`src/verilog/boot_guard_defines.svh`:
```
// Offsets, field positions, reset values and address limits of the guard.
// Assumes a 32-bit Wishbone bus with byte addresses and word registers.
`ifndef BOOT_GUARD_DEFINES_SVH
`define BOOT_GUARD_DEFINES_SVH

`define PROT_OFS        8'h00
`define KEY_OFS         8'h04
`define LOCK_OFS        8'h08
`define STAT_OFS        8'h0C
`define PROT_RESET      5'h00
`define LOCK_RESET      2'h0
`define LOCK_LOWER_BIT  0
`define LOCK_UPPER_BIT  1
`define UNLOCK_KEY1     32'hAA99_6655
`define UNLOCK_KEY2     32'h5566_99AA
`define UPPER_PAGE_BASE 32'h1FC2_0000
`define UPPER_PAGE_LAST 32'h1FC3_3FFF
`define PAGE_SHIFT      14
`define PAGE_COUNT      5

`endif

```
`src/verilog/boot_guard_pkg.sv`:
```
// Types shared by the boot page write guard.
// Assumes the defines header is compiled with it.
`default_nettype none
package boot_guard_pkg;
  typedef enum logic [1:0] {
    KEY_IDLE,
    KEY_HALF,
    KEY_OPEN
  } key_state_t;

  typedef struct packed {
    logic        valid;
    logic        erase;
    logic [31:0] addr;
  } flash_req_t;
endpackage
`default_nettype wire

```
`src/verilog/boot_page_write_guard.sv`:
```
// Boot page write guard: protect bits, unlock key sequence and the gate
// between the flash programming controller and the flash array.
// Assumes one 40 MHz clock; the request comes from logic on that clock.
//
// Implementation choices: the Wishbone register port and the address map.
`include "boot_guard_defines.svh"
`default_nettype none

// Functional notes
// - Page 4 bit set blocks writes to 0x1FC30000..0x1FC33FFF.
// - Page 3 bit set blocks writes to 0x1FC2C000..0x1FC2FFFF.
// - Page 2 bit set blocks writes to 0x1FC28000..0x1FC2BFFF.
// - Page 1 bit set blocks writes to 0x1FC24000..0x1FC27FFF.
// - Page 0 bit set blocks writes to 0x1FC20000..0x1FC23FFF.
// - Protect register accepts writes only after the unlock key sequence.
// - Bits change only when unlocked and the upper lock bit is set.
module boot_page_write_guard
  import boot_guard_pkg::*;
(
  // Clock, reset and enable
  input  wire logic        i_ref_clk,
  input  wire logic        i_arst_n,
  input  wire logic        i_ce,
  // Wishbone slave
  input  wire logic        i_wb_cyc,
  input  wire logic        i_wb_stb,
  input  wire logic        i_wb_we,
  input  wire logic [7:0]  i_wb_adr,
  input  wire logic [3:0]  i_wb_sel,
  input  wire logic [31:0] i_wb_dat,
  output logic      [31:0] o_wb_dat,
  output logic             o_wb_ack,
  // Request from the flash programming controller
  input  wire flash_req_t  i_req,
  // Request passed on to the flash array, and refusal pulse
  output flash_req_t       o_req,
  output logic             o_req_blocked
);
  logic [4:0]  upper_boot_page_protect;
  logic [1:0]  boot_protect_lock;
  key_state_t  key_state;
  logic [4:0]  page_hit;
  logic        wb_req;
  logic        wr_prot;
  logic        wr_key;
  logic        block_hit;
  logic [2:0]  prot_ignored;
  logic [31:0] next_rdata;

  assign wb_req  = i_wb_cyc && i_wb_stb && !o_wb_ack;
  assign wr_prot = wb_req && i_wb_we && (i_wb_adr == `PROT_OFS)
                && i_wb_sel[0];
  assign wr_key  = wb_req && i_wb_we && (i_wb_adr == `KEY_OFS)
                && (i_wb_sel == 4'hF);

  // One-cycle ack for every access, mapped or not.
  always_ff @(posedge i_ref_clk or negedge i_arst_n) begin
    if (!i_arst_n) begin
      o_wb_ack <= 1'b0;
    end else if (i_ce) begin
      o_wb_ack <= wb_req;
    end
  end

  // The key window closes on any bus write other than the expected next
  // step, so an interleaved access cannot reuse a half-done sequence.
  always_ff @(posedge i_ref_clk or negedge i_arst_n) begin
    if (!i_arst_n) begin
      key_state <= KEY_IDLE;
    end else if (i_ce && wb_req && i_wb_we) begin
      case (key_state)
        KEY_IDLE: begin
          if (wr_key && i_wb_dat == `UNLOCK_KEY1) begin
            key_state <= KEY_HALF;
          end
        end
        KEY_HALF: begin
          if (wr_key && i_wb_dat == `UNLOCK_KEY2) begin
            key_state <= KEY_OPEN;
          end else begin
            key_state <= KEY_IDLE;
          end
        end
        KEY_OPEN: begin
          key_state <= KEY_IDLE;
        end
        default: begin
          key_state <= KEY_IDLE;
        end
      endcase
    end
  end

  always_ff @(posedge i_ref_clk or negedge i_arst_n) begin
    if (!i_arst_n) begin
      boot_protect_lock <= `LOCK_RESET;
    end else if (i_ce && wb_req && i_wb_we && i_wb_sel[0]
                 && i_wb_adr == `LOCK_OFS) begin
      boot_protect_lock <= i_wb_dat[1:0];
    end
  end

  always_ff @(posedge i_ref_clk or negedge i_arst_n) begin
    if (!i_arst_n) begin
      upper_boot_page_protect <= `PROT_RESET;
    end else if (i_ce && wr_prot && key_state == KEY_OPEN
                 && boot_protect_lock[`LOCK_UPPER_BIT]) begin
      upper_boot_page_protect <= i_wb_dat[4:0];
    end
    // A write failing either condition leaves every bit as it was.
  end

  // Counts protect writes that were refused, saturating.
  always_ff @(posedge i_ref_clk or negedge i_arst_n) begin
    if (!i_arst_n) begin
      prot_ignored <= 3'h0;
    end else if (i_ce && wr_prot && !(key_state == KEY_OPEN
                 && boot_protect_lock[`LOCK_UPPER_BIT])
                 && prot_ignored != 3'h7) begin
      prot_ignored <= prot_ignored + 3'h1;
    end
  end

  always_comb begin
    next_rdata = 32'h0000_0000;
    case (i_wb_adr)
      `PROT_OFS: next_rdata[4:0] = upper_boot_page_protect;
      `LOCK_OFS: next_rdata[1:0] = boot_protect_lock;
      `STAT_OFS: begin
        next_rdata[1:0] = key_state;
        next_rdata[6:4] = prot_ignored;
      end
      default:   next_rdata = 32'h0000_0000;
    endcase
  end

  always_ff @(posedge i_ref_clk or negedge i_arst_n) begin
    if (!i_arst_n) begin
      o_wb_dat <= 32'h0000_0000;
    end else if (i_ce && wb_req) begin
      o_wb_dat <= i_wb_we ? 32'h0000_0000 : next_rdata;
    end
  end

  page_decode u_page_decode (
    .i_addr     (i_req.addr),
    .o_page_hit (page_hit)
  );

  // One page per protect bit: bit n guards page n.
  assign block_hit = |(page_hit & upper_boot_page_protect);

  always_ff @(posedge i_ref_clk or negedge i_arst_n) begin
    if (!i_arst_n) begin
      o_req         <= '0;
      o_req_blocked <= 1'b0;
    end else if (i_ce) begin
      o_req.addr    <= i_req.addr;
      o_req.erase   <= i_req.erase;
      o_req.valid   <= i_req.valid && !block_hit;
      o_req_blocked <= i_req.valid && block_hit;
    end
  end

  property p_blocked;
    @(posedge i_ref_clk) disable iff (!i_arst_n)
      (i_ce && i_req.valid && block_hit) |=> !o_req.valid && o_req_blocked;
  endproperty
  a_blocked: assert property (p_blocked)
    else $error("Write to protected page passed");

  property p_pass;
    @(posedge i_ref_clk) disable iff (!i_arst_n)
      (i_ce && i_req.valid && !block_hit) |=> o_req.valid && !o_req_blocked;
  endproperty
  a_pass: assert property (p_pass)
    else $error("Permitted write dropped");

  property p_no_change_locked;
    @(posedge i_ref_clk) disable iff (!i_arst_n)
      !boot_protect_lock[`LOCK_UPPER_BIT]
        |=> $stable(upper_boot_page_protect);
  endproperty
  a_no_change_locked: assert property (p_no_change_locked)
    else $error("Protect bits changed without lock bit");

  property p_key_needed;
    @(posedge i_ref_clk) disable iff (!i_arst_n)
      (key_state != KEY_OPEN) |=> $stable(upper_boot_page_protect);
  endproperty
  a_key_needed: assert property (p_key_needed)
    else $error("Protect bits changed without unlock");

  property p_ignored_count;
    @(posedge i_ref_clk) disable iff (!i_arst_n)
      (i_ce && wr_prot && !(key_state == KEY_OPEN
       && boot_protect_lock[`LOCK_UPPER_BIT]) && prot_ignored != 3'h7)
        |=> prot_ignored == $past(prot_ignored) + 3'h1
            && $stable(upper_boot_page_protect);
  endproperty
  a_ignored_count: assert property (p_ignored_count)
    else $error("Refused protect write not ignored");

  property p_prot_taken;
    @(posedge i_ref_clk) disable iff (!i_arst_n)
      (i_ce && wr_prot && key_state == KEY_OPEN
       && boot_protect_lock[`LOCK_UPPER_BIT])
        |=> upper_boot_page_protect == $past(i_wb_dat[4:0]);
  endproperty
  a_prot_taken: assert property (p_prot_taken)
    else $error("Permitted protect write not taken");

  // The window must close after one write, or a stray write could land.
  property p_open_consumed;
    @(posedge i_ref_clk) disable iff (!i_arst_n)
      (i_ce && wb_req && i_wb_we && key_state == KEY_OPEN)
        |=> key_state == KEY_IDLE;
  endproperty
  a_open_consumed: assert property (p_open_consumed)
    else $error("Unlock window outlived the next write");

  property p_frozen;
    @(posedge i_ref_clk) disable iff (!i_arst_n)
      !i_ce |=> $stable(o_req) && $stable(o_req_blocked)
                && $stable(upper_boot_page_protect);
  endproperty
  a_frozen: assert property (p_frozen)
    else $error("State moved while clock enable was low");

  property p_ack_once;
    @(posedge i_ref_clk) disable iff (!i_arst_n)
      o_wb_ack |=> !o_wb_ack;
  endproperty
  a_ack_once: assert property (p_ack_once)
    else $error("Ack held longer than one cycle");
endmodule
`default_nettype wire

```
`src/verilog/page_decode.sv`:
```
// Decodes a flash write address to the upper boot page it falls in.
// Assumes a physical byte address; pages are 16 KB each.
`include "boot_guard_defines.svh"
`default_nettype none
module page_decode (
  // Address in
  input  wire logic [31:0] i_addr,
  // One-hot page hit out
  output logic      [4:0]  o_page_hit
);
  logic        in_region;
  logic [31:0] offset;
  assign in_region = (i_addr >= `UPPER_PAGE_BASE)
                  && (i_addr <= `UPPER_PAGE_LAST);
  assign offset    = i_addr - `UPPER_PAGE_BASE;
  genvar g;
  generate
    for (g = 0; g < `PAGE_COUNT; g++) begin : g_page
      assign o_page_hit[g] = in_region
        && (offset[31:`PAGE_SHIFT] == 18'(g));
    end
  endgenerate
endmodule
`default_nettype wire

```
`config.mk`:
```
export PLATFORM = sky130hd
export DESIGN_NAME = boot_page_write_guard
export DESIGN_NICKNAME = d
export VERILOG_FILES = /design/src/verilog/boot_guard_pkg.sv /design/src/verilog/boot_page_write_guard.sv /design/src/verilog/page_decode.sv
export VERILOG_INCLUDE_DIRS = /design/src /design/src/verilog
export SDC_FILE = /design/constraint.sdc
export NUM_CORES = 1
export LEC_CHECK = 0
export BUFFER_PORTS_ARGS = -buffer_cell sky130_fd_sc_hd__buf_2
export CAP_MARGIN = 20
export CELL_PAD_IN_SITES_DETAIL_PLACEMENT = 0
export CELL_PAD_IN_SITES_GLOBAL_PLACEMENT = 1
export CORE_ASPECT_RATIO = 2
export CORE_MARGIN = 4
export CORE_UTILIZATION = 36
export DETAILED_ROUTE_END_ITERATION = 16
export GPL_TIMING_DRIVEN = 1
export PLACE_DENSITY = 0.95
export SETUP_SLACK_MARGIN = 0.02
export SYNTH_ARGS = -nofsm -noshare
export SYNTH_HDL_FRONTEND = slang
export SYNTH_SLANG_ARGS = --single-unit
```
`constraint.sdc`:
```
create_clock -name i_ref_clk -period 3.4 [get_ports i_ref_clk]
set_clock_uncertainty 0.2 [all_clocks]
set_input_delay 1.02 -clock i_ref_clk [delete_from_list [all_inputs] [get_ports i_ref_clk]]
set_output_delay 1.02 -clock i_ref_clk [all_outputs]
set_load 0.01 [all_outputs]
```
# Yosys cells after proc, flatten, opt, wreduce, memory -nomap -nowiden
# Index checks and enable logic that the tools add are counted.
[totals] regBits=80 input_bits=84 out_inout_bits=68 wordCells=72
[op_classes] n_addsub=2 order_cmp=2 eq_ne=14 mux=8 bitwise_logic=1 reduce_logical=35
[op_table] operator="$eq 18x2->1 const B" count=2
[op_table] operator="$eq 32x31->1 const B" count=1
[op_table] operator="$eq 32x32->1 const B" count=1
[op_table] operator="$ge 32x29->1 const B" count=1
[op_table] operator="$le 32x29->1 const B" count=1
[op_table] operator="$sub 32x29->32 const B" count=1
[op_table] operator="$logic_and 1x1->1" count=27
[op_table] operator="$eq 18x1->1 const B" count=1
[op_table] operator="$eq 18x3->1 const B" count=1
[op_table] operator="$logic_not 18->1" count=1
[op_table] operator="$eq 8x4->1 const B" count=2
[op_table] operator="$eq 8x3->1 const B" count=1
[op_table] operator="$logic_not 8->1" count=1
[op_table] operator="$mux 2" count=4
[op_table] operator="$mux 7" count=1
[op_table] operator="$pmux 2 s3" count=1
[op_table] operator="$and 5x5->5" count=1
[op_table] operator="$reduce_or 5->1" count=1
[op_table] operator="$eq 4x4->1 const B" count=1
[op_table] operator="$pmux 2 s2" count=1
[op_table] operator="$add 3x1->3 const B" count=1
[op_table] operator="$logic_not 1->1" count=3
[op_table] operator="$ne 3x3->1 const B" count=1
[op_table] operator="$eq 2x1->1 const B" count=1
[op_table] operator="5 further kinds" count=5

# Depth between registers and ports, before layout
# Gate-level depths: netlist (run 1).
[depth] word_depth=8 ltp_mapped=6 ltp_nobuf=6

# Hierarchy
# Synthesis (run 1) repeated with hierarchy kept, for this count alone.
[unflattened] cells_unflattened=227 area_unflattened_um2=2812.7
[by_module_without_submodules] module="boot_page_write_guard" instances=1 cells_each=204 area_per_inst_um2=2622.5 seq_area_each_um2=1376.3
[by_module_without_submodules] module="page_decode" instances=1 cells_each=23 area_per_inst_um2=190.2 seq_area_each_um2=0.0

# Least setup slack after synthesis (run 1)
# No wires, ideal clock.
[synth_timing] kind="input -> register" from="input i_wb_adr[7]" to="register prot_ignored[1]" setup_ns=0.125 arrival_ns=2.860 required_ns=3.075 setup_slack_ns=0.215 stages=4 n_path_buf=0 cell_sequence="or4_4 > or4_4 > or4_4 > mux2_4"
[synth_via] elab_chain_len=6
[synth_lines] item="start, declared" line="boot_page_write_guard.sv:28" rtl="input wire logic [7:0] i_wb_adr,"
[synth_lines] item="$logic_not 8->1"
[synth_lines] item="$logic_and 1x1->1 (2 in series)" line="boot_page_write_guard.sv:51" rtl="assign wr_prot = wb_req && i_wb_we && (i_wb_adr == `PROT_OFS)"
[synth_lines] item="$logic_and 1x1->1 (3 in series)" line="boot_page_write_guard.sv:117" rtl="end else if (i_ce && wr_prot && !(key_state == KEY_OPEN"
[synth_lines] item="end signal, assigned" line="boot_page_write_guard.sv:120" rtl="prot_ignored <= prot_ignored + 3'h1;"
[synth_lines] item="end, declared" line="boot_page_write_guard.sv:47" rtl="logic [2:0] prot_ignored;"
# No other way between the ends.
# A chain may end at the register's enable or synchronous reset.

# Final worst setup path (run 1)
[layout_timing] from="input i_wb_adr[7]" to="register prot_ignored[2]"
# The elaborated chain is that of the path after synthesis.

==> reports/results.ini, run 1 <==
[outcome]
status=finished clean

[die]
std_cell_rows=45
coreArea_um2=7545
dieArea_um2=9263
die_h_um=132.2
io_pins=152
start_util_pct=36.78
die_w_um=70.09

[drt]
wl_mm=6.978
wl_met3_um=452
wl_met1_mm=2.316
firstDrtPassIters=4
via_per_inst=4.937
drtAntennaViolNets=0
vias=2202
drtIter0Drc=70
wl_per_cell_um=15.65
highest_layer=met4
drc_errors=0
wl_met2_mm=4.004

[pwr]
swShare_pct=25.81
p_leak_nw=1.797
power.internal_mw=1.084
power_frac_comb_pct=15.9
p_clk_share_pct=35.1
p_per_area_nw_per_um2=409.3
pwr-share-seq_pct=49.0
irDropWorstVdd_mv=0.3475
total_power_mw=1.461
p_switching_mw=0.3769

[place]
place_congestion=0.8178
numPortBuffers=126
dpl-instance-area_um2=3421
hpwl_mm=5.773
place_ws_ps=64.97

[global_route]
grt_pass1_vias=2343
antenna_found_initial=0
grt_pass1_wl_mm=11.37
grtUsageTotal_pct=15.42
grt_max_degree=56
grt-ovfl-total=0

[logic_synthesis]
synth_flop_cell=dfrtp_1
yosys_warnings=0
synth_top_area_cell=dfrtp_1
synth.cell_area_um2=2775
ys_seq_area_share_pct=49.59
yosysTopAreaCellShare_pct=49.59
ys_ff_latch=55
synthTopCellsByCount=dfrtp_1 (55), mux2_2 (42), buf_4 (25)
synthCells=223
synth_edf_count=0
syn_avg_cell_area_um2=12.44
yosysUniqueCellTypes=39
synthArstFlopShare_pct=100.0
yosys.cell_count.top_type=dfrtp_1
synth.area.top_cells=dfrtp_1 (50%), mux2_2 (17%), buf_4 (6.8%), nor4bb_1 (4.3%), a22o_1 (2.5%)

[setup_path]
rrSetupSlack_ps=970
worst-endpoint-arrival_ps=3010
path_max_fanout=4
crit_path_start_kind=primary input
critical_path_class=primary input to register
critical_path.endpoint_type=register
critPathRequiredTime_ps=3380

[min_path]
hp-class=register to register

[clock_tree]
cts_max_level=2
clkSlewWorstSetupHoldPaths_ps=70
cts_max_path_buffers=2
root_buffer=clkbuf_16
cts.sinks=55
cts_made_buffers=5
post_cts_buffers=0
clock_latency_ps=290
cts_resized=0
cts_tree=built
hold_buffers=0

[cells_and_area]
final_util_pct=47.30
area_growth_pct=28.58
nNetsFinal=438
antenna_cells=0
final_area_um2=3568
drive_gt1_share_pct=53.41

[timing]
drv_slew=0
fin_crit_sh_pct=89.23
fin_ws_ps=366.2
setup_viol=0
max_clock_freq_mhz=329.6
rsz0062_at_grt=false
slew_headroom_pct=53.22
finalHoldViolations=0
period_needed_ps=3034
setup_tns_ps=0
worst_pin_slew_ps=701.6

[flow_run]
maxCapViolCount=0

## logic make-up after synthesis
logic type	count (synthesis)	synth area share, %
XOR/XNOR	1	0.3157
AO/OA/AOI/OAI	18	5.230
multiplexers	47	19.21
other	1	0.1351
buffers and inverters	36	8.295
adder cells (fa/ha/maj)	3	1.353
flip-flops	55	49.59
AND/OR/NAND/NOR	62	15.87
## worst paths after layout
kind,start,to,depth (start not counted)
max,i_wb_adr[7],prot_ignored[2],5
min,o_wb_dat[0],o_wb_dat[0],2
max reg2reg,o_wb_ack,prot_ignored[2],4
min reg2reg,o_wb_dat[0],o_wb_dat[0],2
max in group asynchronous,i_arst_n,o_req[19],2
min in group asynchronous,i_arst_n,key_state[1],2
## cell type report
class                           instances  area (µm²)
Tap cell                               94       117.6
Sequential cell                        55        1376
Clock buffer                            5       125.1
Timing Repair Buffer                  129       653.1
Inverter                                4       15.01
Multi-Input combinational cell        156        1259
Fill cell                             728        3976
Clock inverter                          3       22.52
## power by group through the flow
| stage | registers, mW | logic [mW] | clock network, mW |
|---|---|---|---|
| finish | 0.716 | 0.232 | 0.512 |
| global route | 0.722 | 0.257 | 0.561 |
| CTS | 0.717 | 0.237 | 0.532 |
| detailed placement | 0.729 | 0.237 | 0 |
| global placement | 0.726 | 0.230 | 0 |
| floorplan | 0.749 | 0.106 | 0 |
## metal layers
metal  vias to the layer above  GRT usage [%]
met5                         -              0
met4                         0          6.930
met2                       101          29.03
li1                       1031              -
met1                      1053          15.93
met3                        17          3.130
## metrics by stage
stage | hold slack, ps | instances
6_report | 281.2 | 446
4_1_cts | 285.0 | 446
3_5_place_dp | 269.5 | 438
5_1_grt | 312.8 | 446
2_1_floorplan | 258.7 | 247
3_3_place_gp | 249.5 | 438
## flip-flops by register name (all words and copies together) (netlist names)
register and count:
o_wb_ack 1, boot_protect_lock 2, o_req_blocked 1, upper_boot_page_protect 5
o_wb_dat 7, prot_ignored 3, o_req 34, key_state 2
## worst max-delay path, cell delays in order
cell,delay (ps)
buf_2,90
or4_4,540
or4_4,470
or4_4,570
mux2_4,320
## cell usage in the layout, fill, tap and decap left out, drive strengths merged, types with 2 or more instances in the layout
cell type	count
a21o	2
a22o	8
a31oi	2
buf	129
clkbuf	5
clkinv	2
conb	25
dfrtp	55
ha	3
inv	5
mux2	44
mux2i	3
nand2	7
nand3	4
nand3b	4
nand4	5
nor2	9
nor2b	2
nor4	5
nor4bb	12
o41ai	2
or2	2
or4	5
(Power assumes the default switching activity.)
==> inputs of run 2 (changes only) <==
PLACE_DENSITY = 0.85   (was 0.95)
REMOVE_ABC_BUFFERS = 1   (was unset)
==> reports/results.ini, run 2 (synthesized netlist as in run 1, its figures left out) <==
[timing]
worst_pin_slew_ps=697.8
drv_slew=0
rsz0062_at_grt=false
fin_ws_ps=367.7
setup_viol=0
finalHoldViolations=0
slew_headroom_pct=53.48
period_needed_ps=3032
max_clock_freq_mhz=329.8
setup_tns_ps=0
fin_crit_sh_pct=89.19

[clock_tree]
clock_latency_ps=290
hold_buffers=0
cts_tree=built
cts_made_buffers=5
clkSlewWorstSetupHoldPaths_ps=70
cts_resized=0
cts.sinks=55
cts_max_level=2
root_buffer=clkbuf_16
cts_max_path_buffers=2
post_cts_buffers=0

[drt]
drc_errors=0
vias=2223
firstDrtPassIters=4
via_per_inst=4.973
drtIter0Drc=55
drtAntennaViolNets=0
wl_mm=6.879
wl_per_cell_um=15.39

[cells_and_area]
antenna_cells=0
reg.largest.list=o_req (34), o_wb_dat (7), upper_boot_page_protect (5)
regMostFlops=o_req
area_growth_pct=29.13
largest_reg_flops=34
drive_gt1_share_pct=53.54
final_common_cell=buf_2
final_cell_mix=buf_2 (126), dfrtp_1 (55), mux2_2 (42)
layout.cells.non_filler=447
nNetsFinal=439

[setup_path]
critical_path.endpoint_type=register
worst-endpoint-arrival_ps=3010
cp_slowest_cell=or4_4
critPathRequiredTime_ps=3380
slowest_delay_ps=570
cp_top_family=simple AND/OR/NAND/NOR gates
path_max_fanout=4
critical_path_class=primary input to register
cp_cell_sequence=buf_2 > or4_4 > or4_4 > or4_4 > mux2_4
crit_path_start_kind=primary input
cp.buffers_inverters=1
crit_path_frequent_cell=or4_4

[pwr]
irDropWorstVdd_mv=0.2698
p_per_area_nw_per_um2=409.0
p_leak_nw=1.802

[die]
std_cell_rows=45
io_pins=152
dieArea_um2=9263
coreArea_um2=7545
start_util_pct=36.78
die_w_um=70.09
die_h_um=132.2

[global_route]
antenna_found_initial=0
grt_pass1_vias=2388
grt_max_degree=56
grt-ovfl-total=0
grt_pass1_wl_mm=11.13
grtUsageTotal_pct=15.09

[outcome]
status=finished clean

[place]
numPortBuffers=126
place_ws_ps=65.59
place_congestion=0.7687
hpwl_mm=5.722
dp_cells=439

[min_path]
hp-class=register to register

[flow_run]
maxCapViolCount=0

run 2: cell count changes in the layout (fill, tap and decap cells not counted), sizes merged:
cell and delta:
buf +1, clkbuf +1, clkinv -1, clkinvlp +1, inv -1
run 2: stage by stage:
stage / hold slack (ps) / power, mW / area, µm² / utilization [%]
after global routing: 307.7 / 1.543 / 3583 / 47.50
after global placement: 251.9 / 0.9573 / 3428 / 45.44
after floorplan: 258.7 / 0.8233 / 2650 / -
after CTS: 279.1 / 1.491 / 3583 / 47.50
after detailed placement: 264.2 / 0.9642 / 3428 / 45.44
final: 273.1 / 1.465 / 3583 / 47.50
run 2: worst reg2reg max path: stages, from the launching register on:
cell and delay, ps:
dfrtp_1 410, nand4b_1 260, or4_4 590, or4_4 580
mux2_4 320
run 2: final cells by class:
type | count | area, µm²
Fill cell | 768 | 3961
Sequential cell | 55 | 1376
Multi-Input combinational cell | 156 | 1259
Timing Repair Buffer | 130 | 660.6
Clock buffer | 6 | 138.9
Tap cell | 94 | 117.6
Clock inverter | 2 | 16.27
Inverter | 4 | 15.01
run 2: per-layer routing:
metal  vias up  global-route usage [%]  share of wire [%]
met5         -                       0                  0
met3        23                   3.740                6.9
li1       1035                       -                  -
met1      1069                   14.49                 31
met2        96                   28.56                 57
met4         0                   7.889                4.5
run 2: final timing paths:
check / startpoint / end / slack [ps] / depth (start not counted)
max: i_wb_adr[7] / prot_ignored[1] / 370 / 5
min: o_wb_dat[1] / o_wb_dat[1] / 270 / 2
min reg2reg: o_wb_dat[1] / o_wb_dat[1] / 270 / 2
max reg2reg: o_wb_ack / prot_ignored[1] / 940 / 4
max in group asynchronous: i_arst_n / o_req[24] / 1870 / 2
min in group asynchronous: i_arst_n / key_state[0] / 640 / 2
run 2: report_power, final:
group          leakage (nW)  switching (mW)  internal [mW]
clock network        0.0731           0.224          0.294
logic                  1.04           0.120          0.112
registers             0.690          0.0193          0.696
==> inputs of run 3 (changes only) <==
CORE_UTILIZATION = 37   (was 36)
CTS_BUF_LIST = sky130_fd_sc_hd__clkbuf_8   (was unset)
GPL_TIMING_DRIVEN = 0   (was 1)
PLACE_DENSITY = 0.87   (was 0.85)
==> reports/results.ini, run 3 (synthesized netlist as in run 1, its figures left out) <==
[outcome]
status=finished clean

[drt]
drtIter0Drc=56
vias=2180
wl_mm=6.613
drc_errors=0
wl_per_cell_um=14.93
firstDrtPassIters=4
via_per_inst=4.921
drtAntennaViolNets=0

[place]
hpwl_mm=5.422
dpl-instance-area_um2=3416
place_congestion=0.7759
dp_cells=434
numPortBuffers=126

[clock_tree]
cts_made_buffers=5
cts.sinks=55
cts_max_level=2
root_buffer=clkbuf_8
cts_tree=built
hold_buffers=0
cts_max_path_buffers=2
clock_latency_ps=310
clkSlewWorstSetupHoldPaths_ps=100

[die]
coreArea_um2=7267
io_pins=152
die_h_um=130.5
dieArea_um2=9034
start_util_pct=38.19
std_cell_rows=44
die_w_um=69.24

[global_route]
grt_pass1_vias=2203
antenna_found_initial=0
grt_max_degree=39
grt_pass1_wl_mm=10.39
grt-ovfl-total=0
grtUsageTotal_pct=14.46

[timing]
setup_tns_ps=0
finalHoldViolations=0
setup_viol=0
drv_slew=0
max_clock_freq_mhz=317.0
period_needed_ps=3155
worst_pin_slew_ps=771.3
fin_crit_sh_pct=92.78
slew_headroom_pct=47.25
rsz0062_at_grt=false
hold_slack_ps=277.7

[pwr]
irDropWorstVdd_mv=0.3197
pwr-share-seq_pct=54.1
p_switching_mw=0.3467
p_per_area_nw_per_um2=374.8
power_frac_comb_pct=17.6
swShare_pct=26.28
p_leak_nw=1.776
power.internal_mw=0.9728
p_clk_share_pct=28.3

[cells_and_area]
nNetsFinal=437
largest_reg_flops=34
final_common_cell=buf_2
final_area_um2=3521
final_cell_mix=buf_2 (125), dfrtp_1 (55), mux2_2 (42)
drive_gt1_share_pct=52.99
area_growth_pct=26.87
reg.largest.list=o_req (34), o_wb_dat (7), upper_boot_page_protect (5)
antenna_cells=0
layout.cells.non_filler=443
regMostFlops=o_req

[setup_path]
slowest_delay_ps=600
critical_path_class=primary input to register
crit_path_frequent_cell=or4_4
rrSetupSlack_ps=950
ff2ff_path_depth=4
critical_path.endpoint_type=register
crit_path_start_kind=primary input
cp_slowest_cell=or4_4
path_max_fanout=38
critPathRequiredTime_ps=3410
r2r-start=o_wb_ack
cp_cell_sequence=buf_4 > nand4b_1 > or4_4 > or4_4 > mux2_4
worst-endpoint-arrival_ps=3160
r2r_end=prot_ignored[2]

[min_path]
hp-start=o_wb_dat[0]
hp-class=register to register
holdPathEnd=o_wb_dat[0]
hold-path-cell-count=2

[flow_run]
maxCapViolCount=0

## run 3: changes by cell type in the layout (fill, tap and decap cells not counted), sizes merged
cell      delta
clkinvlp     -1
buf          -2
inv          +1
## run 3: through the flow
| stage | setup WS, ps | util (%) | power [mW] |
|---|---|---|---|
| 5_1_grt | 190.9 | 48.45 | 1.397 |
| 3_3_place_gp | -791.0 | 46.73 | 0.9524 |
| 4_1_cts | 238.6 | 48.45 | 1.342 |
| 3_5_place_dp | -813.9 | 47.00 | 0.9615 |
| 2_1_floorplan | 215.3 | - | 0.8233 |
| 6_report | 245.3 | 48.45 | 1.320 |
## run 3: how the worst max path moves through the flow
| stage | cells past startpoint | from | end |
|---|---|---|---|
| 6_report | 5 | i_ce | prot_ignored[2] |
| 5_1_grt | 5 | i_ce | prot_ignored[2] |
| 4_1_cts | 5 | i_ce | prot_ignored[2] |
| 3_5_place_dp | 5 | i_ce | prot_ignored[2] |
| 3_3_place_gp | 5 | i_ce | prot_ignored[2] |
| 2_1_floorplan | 4 | i_wb_adr[7] | prot_ignored[1] |
## run 3: power by group through the flow
stage | clock network (mW) | logic, mW | registers, mW
after floorplan | 0 | 0.0747 | 0.749
after global placement | 0 | 0.227 | 0.726
after detailed placement | 0 | 0.234 | 0.728
after CTS | 0.392 | 0.235 | 0.715
after global routing | 0.422 | 0.256 | 0.720
final | 0.373 | 0.232 | 0.714
## run 3: critical path: cells and delay by family
kind / cells / cell delay (ps)
simple gates: 3 / 1420
buf+inv: 1 / 390
mux: 1 / 310
## run 3: routing by layer
layer | track usage (%) | wire length, µm
met1 | 14.71 | 2255
met5 | 0 | 0
met4 | 6.789 | 204
met2 | 26.97 | 3682
met3 | 4.135 | 471
## run 3: repair_timing
| action | 4_1_cts | 5_1_grt |
|---|---|---|
| setup buffers | 1 | 0 |
| setup endpoints to repair | 13 | 0 |
| resized for setup | 1 | 0 |
## run 3: final cells by class
cell class,count,area [µm²]
flip-flops and latches,55,1376
repair buffers,128,660.6
multi-input cells,156,1259
fillers,737,3746
clock buffers,6,82.58
inverters,4,15.01
well taps,92,115.1
clock inverters,2,12.51
